[src/hdl/sar_adc_map.svh]
`ifndef SAR_ADC_MAP_SVH
`define SAR_ADC_MAP_SVH

// Register byte addresses
`define ADDR_CTRL        8'h00
`define ADDR_ACFG        8'h04
`define ADDR_TCFG        8'h08
`define ADDR_RES_HIGH    8'h0C
`define ADDR_RES_LOW     8'h10
`define ADDR_STATUS      8'h14

// Reset values and writable-bit masks
`define CTRL_RST         8'h00
`define ACFG_RST         8'h00
`define TCFG_RST         8'h00
`define CTRL_WMASK       8'h8F
`define ACFG_WMASK       8'h1F
`define TCFG_WMASK       8'hBF

// Field positions
`define CTRL_ON_BIT      0
`define CTRL_GO_BIT      1
`define CTRL_CHAN_LSB    2
`define CTRL_TRIG_BIT    7
`define ACFG_REF_BIT     4
`define TCFG_CLK_LSB     0
`define TCFG_ACQ_LSB     3
`define TCFG_JUST_BIT    7
`define STATUS_FLAG_BIT  0

// Timing
`define CLK_PERIOD_NS    4
`define TCY_NS           16
`define TCY_CYCLES       ((`TCY_NS + `CLK_PERIOD_NS - 1) / `CLK_PERIOD_NS)
`define CONV_TADS        11
`define HOLDOFF_TADS     2

// Bus responses
`define RESP_OKAY        2'h0
`define RESP_SLVERR      2'h2

`endif

[src/hdl/sar_adc_pkg.sv]
package sar_adc_pkg;

	typedef enum logic [2:0] {
		ST_IDLE,
		ST_DELAY,
		ST_ACQ,
		ST_CONV,
		ST_HOLDOFF
	} conv_state_t;

	typedef struct packed {
		logic        awvalid;
		logic [7:0]  awaddr;
		logic        wvalid;
		logic [31:0] wdata;
		logic [3:0]  wstrb;
		logic        bready;
		logic        arvalid;
		logic [7:0]  araddr;
		logic        rready;
	} axil_req_t;

	typedef struct packed {
		logic        awready;
		logic        wready;
		logic        bvalid;
		logic [1:0]  bresp;
		logic        arready;
		logic        rvalid;
		logic [31:0] rdata;
		logic [1:0]  rresp;
	} axil_rsp_t;

	typedef struct packed {
		conv_state_t state;
		logic [7:0]  ctrl;
		logic [7:0]  acfg;
		logic [7:0]  tcfg;
		logic        flag;
		logic [9:0]  result;
		logic [9:0]  sar;
		logic [3:0]  bit_idx;
		logic [4:0]  tad_cnt;
		logic [5:0]  div_cnt;
		logic [2:0]  delay_cnt;
		logic        aw_held;
		logic [7:0]  awaddr;
		logic        w_held;
		logic [7:0]  wdata;
		logic        wlane;
		logic        bvalid;
		logic [1:0]  bresp;
		logic        rvalid;
		logic [7:0]  rdata;
		logic [1:0]  rresp;
	} adc_state_t;

endpackage

[src/hdl/sar_adc_sequencer.sv]
`timescale 1ns/1ps

`include "sar_adc_map.svh"

module sar_adc_sequencer
	import sar_adc_pkg::*;
(
	// System
	input  wire logic        clock,
	input  wire logic        reset,
	// Register bus
	input  wire axil_req_t   bus_req,
	output axil_rsp_t        bus_rsp,
	// Converter analog side
	input  wire logic        comp_in,
	input  wire logic        rc_tick,
	input  wire logic        sleep_mode,
	output logic [9:0]       dac_code,
	output logic             sample_connect,
	output logic [1:0]       channel_sel,
	output logic             pos_ref_select,
	output logic [3:0]       pin_digital_cfg,
	// Trigger and status
	input  wire logic        pwm_trigger,
	output logic             conv_done_flag,
	output logic             converting
);

	adc_state_t  st_q;
	adc_state_t  st_d;
	logic        tad_tick;
	logic        rc_sel;
	logic [5:0]  div_val;
	logic [4:0]  acq_len;
	logic        aw_take;
	logic        w_take;
	logic        ar_take;
	logic        go_set;
	logic        go_abort;
	logic        conv_done;

	//----------------------------------------
	// Decoders
	//----------------------------------------

	function automatic logic [4:0] acq_decode(input logic [2:0] code);
		unique case (code)
			3'h0: acq_decode = 5'h00;
			3'h1: acq_decode = 5'h02;
			3'h2: acq_decode = 5'h04;
			3'h3: acq_decode = 5'h06;
			3'h4: acq_decode = 5'h08;
			3'h5: acq_decode = 5'h0C;
			3'h6: acq_decode = 5'h10;
			3'h7: acq_decode = 5'h14;
		endcase
	endfunction

	function automatic logic [5:0] div_decode(input logic [2:0] code);
		unique case (code)
			3'h0:    div_decode = 6'h02;
			3'h4:    div_decode = 6'h04;
			3'h1:    div_decode = 6'h08;
			3'h5:    div_decode = 6'h10;
			3'h2:    div_decode = 6'h20;
			3'h6:    div_decode = 6'h3F;
			default: div_decode = 6'h02;
		endcase
	endfunction

	// Value 64 does not fit; 6'h3F marks it and the compare below handles it
	assign rc_sel  = st_q.tcfg[`TCFG_CLK_LSB+1 -: 2] == 2'h3;
	assign div_val = div_decode(st_q.tcfg[`TCFG_CLK_LSB+2 -: 3]);
	assign acq_len = acq_decode(st_q.tcfg[`TCFG_ACQ_LSB+2 -: 3]);

	// bit period tick; system clock halted in sleep
	always_comb
	begin
		if (rc_sel)
			tad_tick = rc_tick && st_q.state != ST_IDLE && st_q.state != ST_DELAY;
		else if (sleep_mode || st_q.state == ST_IDLE || st_q.state == ST_DELAY)
			tad_tick = 1'b0;
		else if (div_val == 6'h3F)
			tad_tick = st_q.div_cnt == 6'h3F;
		else
			tad_tick = st_q.div_cnt == div_val - 6'h01;
	end

	//----------------------------------------
	// Bus handshakes
	//----------------------------------------

	assign aw_take = bus_req.awvalid && !st_q.aw_held && !st_q.bvalid;
	assign w_take  = bus_req.wvalid && !st_q.w_held && !st_q.bvalid;
	assign ar_take = bus_req.arvalid && !st_q.rvalid;

	//----------------------------------------
	// Next state
	//----------------------------------------

	always_comb
	begin
		logic [7:0] rd;
		logic       hit;
		logic       just;
		logic       wr_go;
		rd       = 8'h00;
		hit      = 1'b1;
		just     = st_q.tcfg[`TCFG_JUST_BIT];
		wr_go    = 1'b0;
		st_d     = st_q;
		go_set   = 1'b0;
		go_abort = 1'b0;
		conv_done = 1'b0;

		// Write channel capture, either order
		if (aw_take)
		begin
			st_d.aw_held = 1'b1;
			st_d.awaddr  = {bus_req.awaddr[7:2], 2'b00};
		end
		if (w_take)
		begin
			st_d.w_held = 1'b1;
			st_d.wdata  = bus_req.wdata[7:0];
			st_d.wlane  = bus_req.wstrb[0];
		end
		if (st_q.bvalid && bus_req.bready)
			st_d.bvalid = 1'b0;

		if (st_d.aw_held && st_d.w_held)
		begin
			st_d.aw_held = 1'b0;
			st_d.w_held  = 1'b0;
			st_d.bvalid  = 1'b1;
			st_d.bresp   = `RESP_OKAY;
			unique case (st_d.awaddr)
				`ADDR_CTRL:
					if (st_d.wlane)
					begin
						wr_go = 1'b1;
						st_d.ctrl = (st_d.wdata & `CTRL_WMASK) & ~(8'h01 << `CTRL_GO_BIT)
							| (st_q.ctrl & (8'h01 << `CTRL_GO_BIT));
					end
				`ADDR_ACFG:
					if (st_d.wlane)
						st_d.acfg = st_d.wdata & `ACFG_WMASK;
				`ADDR_TCFG:
					if (st_d.wlane)
						st_d.tcfg = st_d.wdata & `TCFG_WMASK;
				`ADDR_RES_HIGH:
					if (st_d.wlane && just)
						st_d.result[9:8] = st_d.wdata[1:0];
					else if (st_d.wlane)
						st_d.result[9:2] = st_d.wdata;
				`ADDR_RES_LOW:
					if (st_d.wlane && just)
						st_d.result[7:0] = st_d.wdata;
					else if (st_d.wlane)
						st_d.result[1:0] = st_d.wdata[7:6];
				`ADDR_STATUS:
					if (st_d.wlane)
						st_d.flag = st_d.wdata[`STATUS_FLAG_BIT];
				default:
					st_d.bresp = `RESP_SLVERR;
			endcase
		end

		// Read channel
		if (st_q.rvalid && bus_req.rready)
			st_d.rvalid = 1'b0;
		unique case ({bus_req.araddr[7:2], 2'b00})
			`ADDR_CTRL:     rd = st_q.ctrl;
			`ADDR_ACFG:     rd = st_q.acfg;
			`ADDR_TCFG:     rd = st_q.tcfg;
			`ADDR_RES_HIGH: rd = just ? {6'h00, st_q.result[9:8]} : st_q.result[9:2];
			`ADDR_RES_LOW:  rd = just ? st_q.result[7:0] : {st_q.result[1:0], 6'h00};
			`ADDR_STATUS:   rd = {7'h00, st_q.flag};
			default:        hit = 1'b0;
		endcase
		if (ar_take)
		begin
			st_d.rvalid = 1'b1;
			st_d.rdata  = rd;
			st_d.rresp  = hit ? `RESP_OKAY : `RESP_SLVERR;
		end

		// Go control; same-write go with turn-on is ignored by using the old on bit
		// PWM trigger start
		go_set = st_q.ctrl[`CTRL_ON_BIT] && (
			(wr_go && st_d.wdata[`CTRL_GO_BIT])
			|| (pwm_trigger && st_q.ctrl[`CTRL_TRIG_BIT]));
		go_abort = wr_go && !st_d.wdata[`CTRL_GO_BIT] && st_q.ctrl[`CTRL_GO_BIT];
		if (go_set)
			st_d.ctrl[`CTRL_GO_BIT] = 1'b1;
		else if (go_abort)
			st_d.ctrl[`CTRL_GO_BIT] = 1'b0;

		// Divider restarts with every run
		if (st_q.state == ST_IDLE || st_q.state == ST_DELAY || tad_tick)
			st_d.div_cnt = 6'h00;
		else if (!sleep_mode)
			st_d.div_cnt = st_q.div_cnt + 6'h01;

		//----------------------------------------
		// Conversion sequencer
		//----------------------------------------
		unique case (st_q.state)
			ST_IDLE:
				if (st_q.ctrl[`CTRL_GO_BIT] && !go_abort)
				begin
					st_d.tad_cnt   = 5'h00;
					st_d.delay_cnt = 3'h0;
					if (rc_sel)
						st_d.state = ST_DELAY;
					else if (acq_len != 5'h00)
						st_d.state = ST_ACQ;
					else
						st_d.state = ST_CONV;
				end
			ST_DELAY:
				if (st_q.delay_cnt == 3'(`TCY_CYCLES - 1))
					st_d.state = (acq_len != 5'h00) ? ST_ACQ : ST_CONV;
				else
					st_d.delay_cnt = st_q.delay_cnt + 3'h1;
			ST_ACQ:
				if (tad_tick)
				begin
					st_d.tad_cnt = st_q.tad_cnt + 5'h01;
					if (st_q.tad_cnt + 5'h01 >= acq_len)
					begin
						st_d.state   = ST_CONV;
						st_d.tad_cnt = 5'h00;
					end
				end
			ST_CONV:
				if (tad_tick)
				begin
					st_d.tad_cnt = st_q.tad_cnt + 5'h01;
					if (st_q.tad_cnt == 5'(`CONV_TADS - 1))
					begin
						conv_done     = 1'b1;
						st_d.result   = st_q.sar;
						st_d.flag     = 1'b1;
						st_d.ctrl[`CTRL_GO_BIT] = go_set;
						st_d.state    = ST_HOLDOFF;
						st_d.tad_cnt  = 5'h00;
					end
					else
					begin
						st_d.sar[st_q.bit_idx] = comp_in;
						if (st_q.bit_idx != 4'h0)
						begin
							st_d.sar[st_q.bit_idx - 4'h1] = 1'b1;
							st_d.bit_idx = st_q.bit_idx - 4'h1;
						end
					end
				end
			ST_HOLDOFF:
				if (tad_tick)
				begin
					st_d.tad_cnt = st_q.tad_cnt + 5'h01;
					if (st_q.tad_cnt == 5'(`HOLDOFF_TADS - 1))
						st_d.state = ST_IDLE;
				end
		endcase

		// First trial code loaded on entry to conversion
		if (st_d.state == ST_CONV && st_q.state != ST_CONV)
		begin
			st_d.sar     = 10'h200;
			st_d.bit_idx = 4'h9;
		end

		if (go_abort && st_q.state != ST_IDLE && st_q.state != ST_HOLDOFF)
		begin
			st_d.state   = ST_HOLDOFF;
			st_d.tad_cnt = 5'h00;
		end

		if (!st_d.ctrl[`CTRL_ON_BIT])
		begin
			st_d.state = ST_IDLE;
			st_d.ctrl[`CTRL_GO_BIT] = 1'b0;
		end

		// reset aborts and clears; result kept
		if (reset)
		begin
			st_d        = '0;
			st_d.state  = ST_IDLE;
			st_d.ctrl   = `CTRL_RST;
			st_d.acfg   = `ACFG_RST;
			st_d.tcfg   = `TCFG_RST;
			st_d.result = st_q.result;
		end
	end

	always_ff @(posedge clock)
	begin
		st_q <= st_d;
	end

	//----------------------------------------
	// Outputs
	//----------------------------------------

	assign bus_rsp.awready = !st_q.aw_held && !st_q.bvalid;
	assign bus_rsp.wready  = !st_q.w_held && !st_q.bvalid;
	assign bus_rsp.bvalid  = st_q.bvalid;
	assign bus_rsp.bresp   = st_q.bresp;
	assign bus_rsp.arready = !st_q.rvalid;
	assign bus_rsp.rvalid  = st_q.rvalid;
	assign bus_rsp.rdata   = {24'h000000, st_q.rdata};
	assign bus_rsp.rresp   = st_q.rresp;

	// capacitor held off from conversion start to holdoff end
	assign sample_connect  = st_q.state == ST_IDLE || st_q.state == ST_DELAY
		|| st_q.state == ST_ACQ;
	assign dac_code        = st_q.sar;
	assign channel_sel     = st_q.ctrl[`CTRL_CHAN_LSB+1 -: 2];
	assign pos_ref_select  = st_q.acfg[`ACFG_REF_BIT];
	assign pin_digital_cfg = st_q.acfg[3:0];
	assign conv_done_flag  = st_q.flag;
	assign converting      = st_q.ctrl[`CTRL_GO_BIT];

	//----------------------------------------
	// Checks
	//----------------------------------------

	logic [5:0] ticks_in_state;
	always_ff @(posedge clock)
	begin
		if (reset || st_q.state != st_d.state)
			ticks_in_state <= 6'h00;
		else if (tad_tick)
			ticks_in_state <= ticks_in_state + 6'h01;
	end
endmodule

[config.mk]
export PLATFORM = sky130hd
export DESIGN_NAME = sar_adc_sequencer
export DESIGN_NICKNAME = d
export VERILOG_FILES = /design/src/hdl/sar_adc_pkg.sv /design/src/hdl/sar_adc_sequencer.sv
export VERILOG_INCLUDE_DIRS = /design/src /design/src/hdl
export SDC_FILE = /design/constraint.sdc
export NUM_CORES = 1
export LEC_CHECK = 0
export ABC_AREA = 0
export BUFFER_PORTS_ARGS = -buffer_cell sky130_fd_sc_hd__buf_2
export CAP_MARGIN = 20
export CORE_ASPECT_RATIO = 1.1
export CORE_MARGIN = 10
export CORE_UTILIZATION = 23
export DETAILED_ROUTE_END_ITERATION = 8
export SLEW_MARGIN = 5
export SYNTH_ARGS = -nofsm -noshare
export SYNTH_HDL_FRONTEND = slang
export SYNTH_SLANG_ARGS = --single-unit
[constraint.sdc]
create_clock -name clock -period 4.7 [get_ports clock]
set_input_delay 0.235 -clock clock [delete_from_list [all_inputs] [get_ports clock]]
set_output_delay 0.235 -clock clock [all_outputs]
set_load 0.01 [all_outputs]
## Yosys cells after proc, flatten, opt, wreduce, memory -nomap -nowiden

Memory sizes are Yosys's and may differ from the RTL's. A register that Yosys moved wholly into a read port is not among the register bits.
Cells that the tools add are included.

| storage, ports and cells | value |
|---|---|
| memories | 1 |
| bits in latches | 0 |
| bits in writable memories | 0 |
| logic and storage cells | 219 |
| input port bits | 63 |
| memory bits (read-only) | 32 |
| output and inout port bits | 61 |
| flip-flop bits (word level) | 95 |

| cells by class | value |
|---|---|
| shift-type cells | 0 |
| order comparisons | 5 |
| equality and inequality tests | 36 |
| mux-type cells | 76 |
| add/sub/neg operators | 5 |
| reduce and logical (&&, ||, !) cells | 66 |
| multiply operators | 0 |
| bitwise operators | 4 |
| div/mod/pow operators | 0 |

Memory list:

| name | depth | width | rd ports | clocked after memory_dff | write ports | line | RTL |
|---|---|---|---|---|---|---|---|
| (no name shown) | 8 | 4 | 1 | 1 | 0 | sar_adc_sequencer.sv:47 | `unique case (code)` |

Operator list:

| kind | count |
|---|---|
| 8-bit 2-to-1 mux | 6 |
| 8-bit one-hot mux with 6 select lines | 1 |
| 3-bit 2-to-1 mux | 15 |
| 14-bit 2-to-1 mux | 3 |
| 30-bit 2-to-1 mux | 1 |
| 5-bit 2-to-1 mux | 6 |
| 6-bit one-hot mux with 5 select lines | 1 |
| 29-bit 2-to-1 mux | 1 |
| 25-bit 2-to-1 mux | 1 |
| 1-bit logical AND | 24 |
| 11-bit 2-to-1 mux | 2 |
| 5-bit one-hot mux with 4 select lines | 1 |
| 1-bit 2-to-1 mux | 19 |
| 2-bit 2-to-1 mux | 9 |
| 3-bit AND reduction | 6 |
| 8-bit by 4-bit == test with 1-bit output (second input constant) | 2 |
| 8-bit by 5-bit == test with 1-bit output (second input constant) | 2 |
| 3-bit by 2-bit == test with 1-bit output (second input constant) | 5 |
| 3-bit one-hot mux with 5 select lines | 1 |
| 3-bit == test (second input constant) | 4 |
| 6-bit by 2-bit == test with 1-bit output (second input constant) | 2 |
| 6-bit by 3-bit == test with 1-bit output (second input constant) | 2 |
| 6-bit == test (second input constant) | 2 |
| 6-bit 2-to-1 mux | 2 |
| 43 further kinds | 74 |

## Longest topological paths before layout

Gate-level depths: netlist of run 1.

| depth | value |
|---|---|
| depth after elaboration | 17 |
| gate-level depth with buffers | 11 |
| depth with buffers taken out | 10 |

## Least setup slack after synthesis of run 1

No wires, ideal clock.

| timing | value |
|---|---|
| path type | register -> register |
| start point | reg st_q[72] (netlist name) |
| end point | reg st_q[61] (netlist name) (data pin) |
| period minus slack after synthesis | 3.137 ns |
| data required time | 4.446 ns |
| cell stages (with the launch flop) | 10 |
| path buffers | 2 |
| setup time | 0.254 ns |
| data arrival time | 2.883 ns |
| setup slack | 1.563 ns |
| cells stage by stage | dfxtp_1 -> inv_1 -> ha_1 -> or3_1 -> a211o_1 -> o41ai_1 -> buf_2 -> nand4_1 -> clkbuf_1 -> o21a_1 |

| on the way | value |
|---|---|
| word-level cells in the longest chain between the ends | 9 |
| elaborated cells on any way between the ends | 15 |
| classes of those cells | add/sub: 1; eq/ne: 8; mux: 6 |

RTL lines:

| item | line | RTL |
|---|---|---|
| start: declaration | sar_adc_sequencer.sv:29 | `adc_state_t st_q;` |
| start signal: assignment | sar_adc_sequencer.sv:301 | `st_q <= st_d;` |
| 3-bit == test (tied with other cells) | sar_adc_sequencer.sv:60 | `unique case (code)` |
| 6-bit one-hot mux with 5 select lines | sar_adc_sequencer.sv:60 |  |
| 6-bit by 1-bit subtractor with 6-bit output | sar_adc_sequencer.sv:86 | `tad_tick = st_q.div_cnt == div_val - 6'h01;` |
| 6-bit == test | sar_adc_sequencer.sv:86 |  |
| 1-bit 2-to-1 mux | sar_adc_sequencer.sv:83 | `else if (div_val == 6'h3F)` |
| 1-bit 2-to-1 mux | sar_adc_sequencer.sv:81 | `else if (sleep_mode \|\| st_q.state == ST_IDLE \|\| st_q.state == ST_DELAY)` |
| 1-bit 2-to-1 mux (*) | sar_adc_sequencer.sv:79 | `if (rc_sel)` |
| 30-bit 2-to-1 mux (*) | sar_adc_sequencer.sv:237 | `if (tad_tick)` |
| 25-bit 2-to-1 mux (*) | sar_adc_sequencer.sv:208 | `unique case (st_q.state)` |

Mark *: on every way between the ends. The rest lies on a longest branch, timed or not. The select of a mux whose other input is x is not followed.
A chain may end at the register's enable or synchronous reset.

## Worst setup path after layout of run 1

| timing | value |
|---|---|
| start point | reg st_q[72] (netlist name) |
| end point | reg st_q (netlist bit dac_code[0]) |

| on the way | value |
|---|---|
| word-level cells in the longest chain between the ends | 12 |
| elaborated cells on any way between the ends | 23 |
| classes of those cells | add/sub: 1; eq/ne: 9; mux: 10; reduce/logical: 3 |

RTL lines:

| item | line | RTL |
|---|---|---|
| 3-bit == test (tied with other cells) | sar_adc_sequencer.sv:60 |  |
| 6-bit one-hot mux with 5 select lines | sar_adc_sequencer.sv:60 |  |
| 6-bit by 1-bit subtractor with 6-bit output | sar_adc_sequencer.sv:86 |  |
| 6-bit == test | sar_adc_sequencer.sv:86 |  |
| 1-bit 2-to-1 mux | sar_adc_sequencer.sv:83 |  |
| 1-bit 2-to-1 mux | sar_adc_sequencer.sv:81 |  |
| 1-bit 2-to-1 mux | sar_adc_sequencer.sv:79 |  |
| 3-bit 2-to-1 mux (on tied branches) | sar_adc_sequencer.sv:260, sar_adc_sequencer.sv:227, sar_adc_sequencer.sv:237 |  |
| 3-bit one-hot mux with 5 select lines | sar_adc_sequencer.sv:208 |  |
| 3-bit by 2-bit == test with 1-bit output | sar_adc_sequencer.sv:269 | `if (st_d.state == ST_CONV && st_q.state != ST_CONV)` |
| 1-bit logical AND | sar_adc_sequencer.sv:269 |  |
| 2-bit OR reduction (no source line) | - |  |

Parallel ways exist; a longest one is shown, timed or not.

==> impl_metrics.tcl, run 1 <==
set metrics [dict create \
    status "completed" \
    buffer_ports.inserted 66 \
    netlist-cell-type-count 70 \
    synth.yosys.seq_area_share_pct 34.8 \
    critPathTopFamily "compound AO/OA/AOI/OAI gates" \
    grt_pass1_wl_um 24400 \
    timing.fmax_ghz 0.286 \
    area_growth_from_synthesis_to_final_layout_pct 10.6 \
    final_min_period_over_clock_period_pct 74.5 \
    detail_route.first_pass.iterations 4 \
    postRouteWirelength_um 15300 \
    final_layout_size_suffix_gt1_share_pct 15.9 \
    cap_viol_max_count 0 \
    utilization_pct 25.8 \
    nFillCells 2695 \
    fin_ws_ns 1.20 \
    netlist_top_cells_area "sky130_fd_sc_hd__dfxtp_1 (30%), sky130_fd_sc_hd__buf_4 (7.1%), sky130_fd_sc_hd__nor2_1 (5.4%), sky130_fd_sc_hd__edfxtp_1 (5.3%), sky130_fd_sc_hd__ha_1 (4.8%)" \
    cts.sinks 94 \
    use_met3_pct 3.00 \
    ys_ff_latch 94 \
    drc_errors 0 \
    synthAdderAreaFrac_pct 4.83 \
    initial_antenna_violation_count 1 \
    synthesized_area_fraction_occupied_by_and_or_nand_nor_cells_pct 22.8 \
    slew_violations 0 \
    synth_most_common_cell "sky130_fd_sc_hd__dfxtp_1" \
    report.final.setup_viol 0 \
    drt-initial-drc-count 281 \
    cts.root.buffer_cell "sky130_fd_sc_hd__clkbuf_16" \
    grt_use_met2_pct 15.6 \
    setup.worst_path.end_class "register" \
    synthesis.instances 677 \
    yosysTopAreaCellShare_pct 29.5 \
    most_instantiated_cells_after_synthesis "sky130_fd_sc_hd__dfxtp_1 (84), sky130_fd_sc_hd__nor2_1 (82), sky130_fd_sc_hd__a21oi_1 (54), sky130_fd_sc_hd__buf_4 (54), sky130_fd_sc_hd__nand2_1 (53)" \
    netlist_area_sq_um 5700 \
    critical_path_class "reg2reg" \
    ctsHoldBuffers 0 \
    synthDominantAreaCellType "sky130_fd_sc_hd__dfxtp_1" \
    power.static_leakage_nw 2.47 \
    cts_tree "done" \
    finalInstanceArea_sq_um 6300 \
    finalPower_mw 1.73 \
    asyncSetResetFlopFracSynth_pct 0 \
    dp_worst_setup_slack_ns 1.18 \
    worst_hold_path_type "in2reg" \
    critical_path.slowest_cell "sky130_fd_sc_hd__o41ai_2" \
    synth_compound_area_share_pct 20.7 \
    syn_area_per_cell_sq_um 8.42 \
    ios 124 \
    floorplan.die_area_sq_um 31500 \
    final.setup.tns_ns 0 \
    antenna-diode-count 0 \
    final_hold_violations 0 \
    hpwl_um 11800 \
    multi_input_area_sq_um 3200 \
    cts.repair.resized 0 \
    clk_pin_slew_worst_paths_ns 0.06 \
    gr-usage-all-layers_pct 9.68 \
    critical-path-max-stage-delay_ns 0.68 \
    clk-insertion-delay-late_ns 0.35 \
    powerDensity_nw_per_um2 274 \
    die_height_um 185 \
    synth-edff-count 10 \
    yosys_most_used_dff "sky130_fd_sc_hd__dfxtp_1" \
    final_antenna_net_count 0 \
    crit_path_cell_trace "inv_1 > ha_1 > or3_1 > a211o_1 > o41ai_2 > mux2i_1 > o21a_1 > a2111oi_1" \
    grt_start_max_net_pins 45 \
    area_used_by_sequential_logic_in_the_layout_sq_um 1980 \
    die_width_um 170 \
    post_synth_xor_area_fraction_pct 1.69 \
    slew-limit-headroom_pct 37.5 \
    worstMarginPinSlew_ns 0.932 \
    finalClockSkew_ns 0.00464 \
    routed_vias_inst 4.70 \
    largest_family_of_logic_cells_by_synthesized_area "simple AND/OR/NAND/NOR gates" \
    cp.buffers_inverters 1 \
    synthMuxAreaShare_pct 4.11 \
    overflow 0 \
    dpl-instance-area_sq_um 6030 \
    vdd_drop_max_v 0.000182 \
    clk_path_buf_depth 2 \
    cts-htree-levels 3 \
    gpl.final_weighted_congestion 0.837 \
    cts-buffers-inserted 9 \
    finalCriticalPeriod_ns 3.50 \
    cp_data_required_time_ns 4.90 \
    vias 4772 \
    unrepaired_setup_endpoints_after_global_routing "no" \
    detail_route.wl_per_cell_um 15.1 \
    floorplan.initialDensity_pct 23.3 \
    critical_path.max_fanout 11 \
    groute.layer.met1.usage_pct 11.6 \
    synthesis.yosys.warnings 0 \
    core_box_area_sq_um 24500 \
    number_of_global_route_vias_before_repair 4542 \
    timing.critical_path.from_type "register" \
    grt_most_used_layer "met2" \
    post_cts_buffers 0 \
    placementRows 60 \
    design.final.nets 786 \
    worst_ep_arrival_time_ns 3.71 \
]
## cell families after synthesis
group / Yosys count
and+or+nand+nor: 253
AOI/OAI and AO/OA: 165
buffers and inverters: 108
DFF: 94
muxes: 23
adders and majority gates: 22
xor gates and xnor gates: 11
other: 1
## cell type report
type | count | area share (%)
Multi-Input combinational cell | 500 | 50.7
Sequential cell | 94 | 31.4
Tap cell | 310 | 6.15
Timing Repair Buffer | 71 | 5.83
Clock buffer | 11 | 3.85
Inverter | 25 | 1.49
Clock inverter | 5 | 0.536
## registers in the layout, summed over array words and instances, names as in the netlist
| name | count |
|---|---|
| dac_code | 10 |
| bus_rsp | 12 |
| acq_len | 4 |
| conv_done_flag | 1 |
| pos_ref_select | 1 |
| pin_digital_cfg | 4 |
| channel_sel | 2 |
| st_q | 59 |
| converting | 1 |
## cells in the final DEF, fill, tap and decap left out, drive strengths merged, types with 6 or more instances in the layout
| master | count |
|---|---|
| nand2b | 10 |
| or3 | 6 |
| buf | 71 |
| xnor2 | 7 |
| and2 | 9 |
| conb | 26 |
| a211oi | 20 |
| mux2i | 20 |
| and3 | 12 |
| nand2 | 53 |
| inv | 26 |
| nor2 | 82 |
| ha | 22 |
| edfxtp | 10 |
| a2111oi | 7 |
| or2 | 6 |
| nor2b | 13 |
| nor4 | 12 |
| dfxtp | 84 |
| clkbuf | 11 |
| nor3 | 11 |
| a22oi | 8 |
| a21oi | 54 |
| o21ai | 15 |
| nand3 | 16 |
| o32ai | 7 |
## worst reg2reg max path: cells and delay by family, from the launching register on
| family | cells | cell delay, ns |
|---|---|---|
| multiplexers | 1 | 0.35 |
| AND/OR/NAND/NOR | 1 | 0.39 |
| buffers and inverters | 1 | 0.11 |
| adder cells (fa/ha/maj) | 1 | 0.39 |
| AO/OA/AOI/OAI | 4 | 1.69 |
| flip-flops | 1 | 0.43 |
## routing by layer
layer,share of wire (%),vias to the layer above
li1,-,2418
met2,46,119
met3,7.3,23
met1,44,2210
met4,2.3,2
met5,0.085,-
## through the flow
step                      hold slack (ns)  std cells
final                              0.0670       1016
after global routing               0.0669       1016
after CTS                          0.0558       1016
after detailed placement            0.428       1000
after global placement              0.426       1000
after floorplan                     0.335        702
## final timing paths
kind	startpoint	endpoint	slack (ns)	cells past startpoint
max	st_q[72]	dac_code[0]	1.20	8
max reg2reg	st_q[72]	dac_code[0]	1.20	8
min	bus_req[0]	bus_rsp[34]	0.07	2
min reg2reg	bus_rsp[4]	bus_rsp[4]	0.45	2
## power breakdown
group | total (mW) | switching (mW) | leakage [nW] | internal (mW)
clock | 0.686 | 0.313 | 0.135 | 0.373
sequential | 0.852 | 0.0178 | 0.778 | 0.834
combinational | 0.189 | 0.125 | 1.56 | 0.0644
total | 1.73 | 0.456 | 2.47 | 1.27
Power figures use the tool's default switching activity.
==> run 2, diff against run 1 <==
==> constraint.sdc (replaced) <==
create_clock -name clock -period 3.6 [get_ports clock]
set_input_delay 0.18 -clock clock [delete_from_list [all_inputs] [get_ports clock]]
set_output_delay 0.18 -clock clock [all_outputs]
set_load 0.01 [all_outputs]
==> impl_metrics.tcl, run 2 (same netlist as run 1, synthesis figures left out) <==
set metrics [dict create \
    grt_pass1_wl_um 25100 \
    floorplan.die_area_sq_um 31500 \
    drt-initial-drc-count 335 \
    number_of_global_route_vias_before_repair 4814 \
    vdd_drop_max_v 0.000248 \
    clk_pin_slew_worst_paths_ns 0.06 \
    utilization_pct 26.2 \
    core_box_area_sq_um 24500 \
    slew_violations 0 \
    gr-usage-all-layers_pct 9.83 \
    grt_start_max_net_pins 65 \
    die_width_um 170 \
    report.final.setup_viol 0 \
    detail_route.wl_per_cell_um 15.2 \
    cts.sinks 94 \
    status "completed" \
    wl_met2_um 7320 \
    r2r_start "bus_rsp[38]" \
    setup.worst_path.end_class "register" \
    overflow 0 \
    cts_tree "done" \
    placementRows 60 \
    finalClockSkew_ns 0.00791 \
    powerDensity_nw_per_um2 376 \
    final_min_period_over_clock_period_pct 92.9 \
    ctsHoldBuffers 0 \
    final_common_cell "sky130_fd_sc_hd__dfxtp_1" \
    routed_vias_inst 4.76 \
    ios 124 \
    power.static_leakage_nw 2.54 \
    r2r_cells 8 \
    detailroute.wirelength.met3_um 1120 \
    final_antenna_net_count 0 \
    critical_path_class "reg2reg" \
    gpl.final_weighted_congestion 0.866 \
    largest_register "st_q" \
    drc_errors 0 \
    cts-htree-levels 3 \
    cts.repair.resized 0 \
    cap_viol_max_count 0 \
    cts.root.buffer_cell "sky130_fd_sc_hd__clkbuf_16" \
    unrepaired_setup_endpoints_after_global_routing "no" \
    clk-insertion-delay-late_ns 0.35 \
    initial_antenna_violation_count 1 \
    maxUsedRoutingLayer "met5" \
    worst_hold_path_type "in2reg" \
    largest_register_ffs 59 \
    timing.critical_path.from_type "register" \
    cp_data_required_time_ns 3.83 \
    die_height_um 185 \
    worstMarginPinSlew_ns 0.893 \
    post_cts_buffers 0 \
    crit_start "bus_rsp[38]" \
    setup.reg_to_reg.worst_slack_ns 0.25 \
    vias 4875 \
    clk_path_buf_depth 2 \
    area_growth_from_synthesis_to_final_layout_pct 12.6 \
    floorplan.initialDensity_pct 23.3 \
    finalCriticalPeriod_ns 3.35 \
    crit_end "dac_code[0]" \
    timing.fmax_ghz 0.299 \
    critical_path.max_fanout 11 \
    reg2reg_to "dac_code[0]" \
    worst_ep_arrival_time_ns 3.57 \
    slew-limit-headroom_pct 40.1 \
    hpwl_um 12000 \
    design.final.nets 794 \
    buffer_ports.inserted 66 \
    layout.cells.most_common_list "sky130_fd_sc_hd__dfxtp_1 (84), sky130_fd_sc_hd__nor2_1 (82), sky130_fd_sc_hd__buf_2 (66), sky130_fd_sc_hd__a21oi_1 (54), sky130_fd_sc_hd__nand2_1 (53)" \
    final_hold_violations 0 \
    final.setup.tns_ns 0 \
    final_layout_size_suffix_gt1_share_pct 16.9 \
    route.layer.met1.wl_um 6820 \
    postRouteWirelength_um 15500 \
    cts-buffers-inserted 9 \
    antenna-diode-count 0 \
    detail_route.first_pass.iterations 4 \
]
[run 2: changes by cell type in the layout (fill, tap and decap cells not counted), moves of 2 or more]
cell,before,now
sky130_fd_sc_hd__bufinv_16,0,2
sky130_fd_sc_hd__clkinv_4,2,0
sky130_fd_sc_hd__buf_4,5,13
sky130_fd_sc_hd__clkinv_1,2,0
[run 2: critical path, cell delays in order, from the launching register on]
cell and delay [ns]:
sky130_fd_sc_hd__dfxtp_1 0.40, sky130_fd_sc_hd__or3b_4 0.52, sky130_fd_sc_hd__a2111oi_4 0.51, sky130_fd_sc_hd__o2111ai_2 0.34, sky130_fd_sc_hd__and2_4 0.29, sky130_fd_sc_hd__a221o_1 0.35, sky130_fd_sc_hd__o21a_1 0.25, sky130_fd_sc_hd__buf_4 0.20
sky130_fd_sc_hd__a2111oi_1 0.35
[run 2: stage by stage]
| step | std cells | worst slack [ns] | area (sq um) | hold WS [ns] | power, mW |
|---|---|---|---|---|---|
| 2_1_floorplan | 702 | 0.463 | 5790 | 0.280 | 1.32 |
| 3_3_place_gp | 1008 | 0.405 | 6090 | 0.369 | 1.38 |
| 3_5_place_dp | 1008 | 0.402 | 6090 | 0.371 | 1.39 |
| 4_1_cts | 1024 | 0.328 | 6420 | 0.00616 | 2.44 |
| 5_1_grt | 1024 | 0.103 | 6420 | 0.0257 | 2.50 |
| 6_report | 1024 | 0.255 | 6420 | 0.0123 | 2.41 |
[run 2: worst min path at each step]
stage / from / end / slack (ns) / cells past startpoint
after floorplan: bus_req[0] / bus_rsp[34] / 0.28 / 1
after global placement: bus_req[0] / bus_rsp[34] / 0.37 / 2
after detailed placement: bus_req[0] / bus_rsp[34] / 0.37 / 2
after CTS: bus_req[0] / bus_rsp[34] / 0.006 / 2
after global routing: bus_req[0] / bus_rsp[34] / 0.03 / 2
final: bus_req[0] / bus_rsp[34] / 0.01 / 2
[run 2: metal layers]
layer / global-route usage (%) / vias up
met3: 2.75 / 18
li1: - / 2431
met5: 0 / -
met2: 16.7 / 136
met1: 11.5 / 2288
met4: 3.79 / 2
[run 2: layout make-up]
class	instances	area (sq um)
repair buffers	79	428
clock inverters	3	67.6
fillers	2687	18100
clock buffers	13	260
flip-flops and latches	94	1980
well taps	310	388
inverters	25	93.8
multi-input cells	500	3200
[run 2: where the power goes]
part	internal, mW	leakage (nW)	total [mW]	switching [mW]
Clock	0.647	0.156	1.05	0.401
Combinational	0.0879	1.60	0.252	0.164
Sequential	1.09	0.778	1.11	0.0233
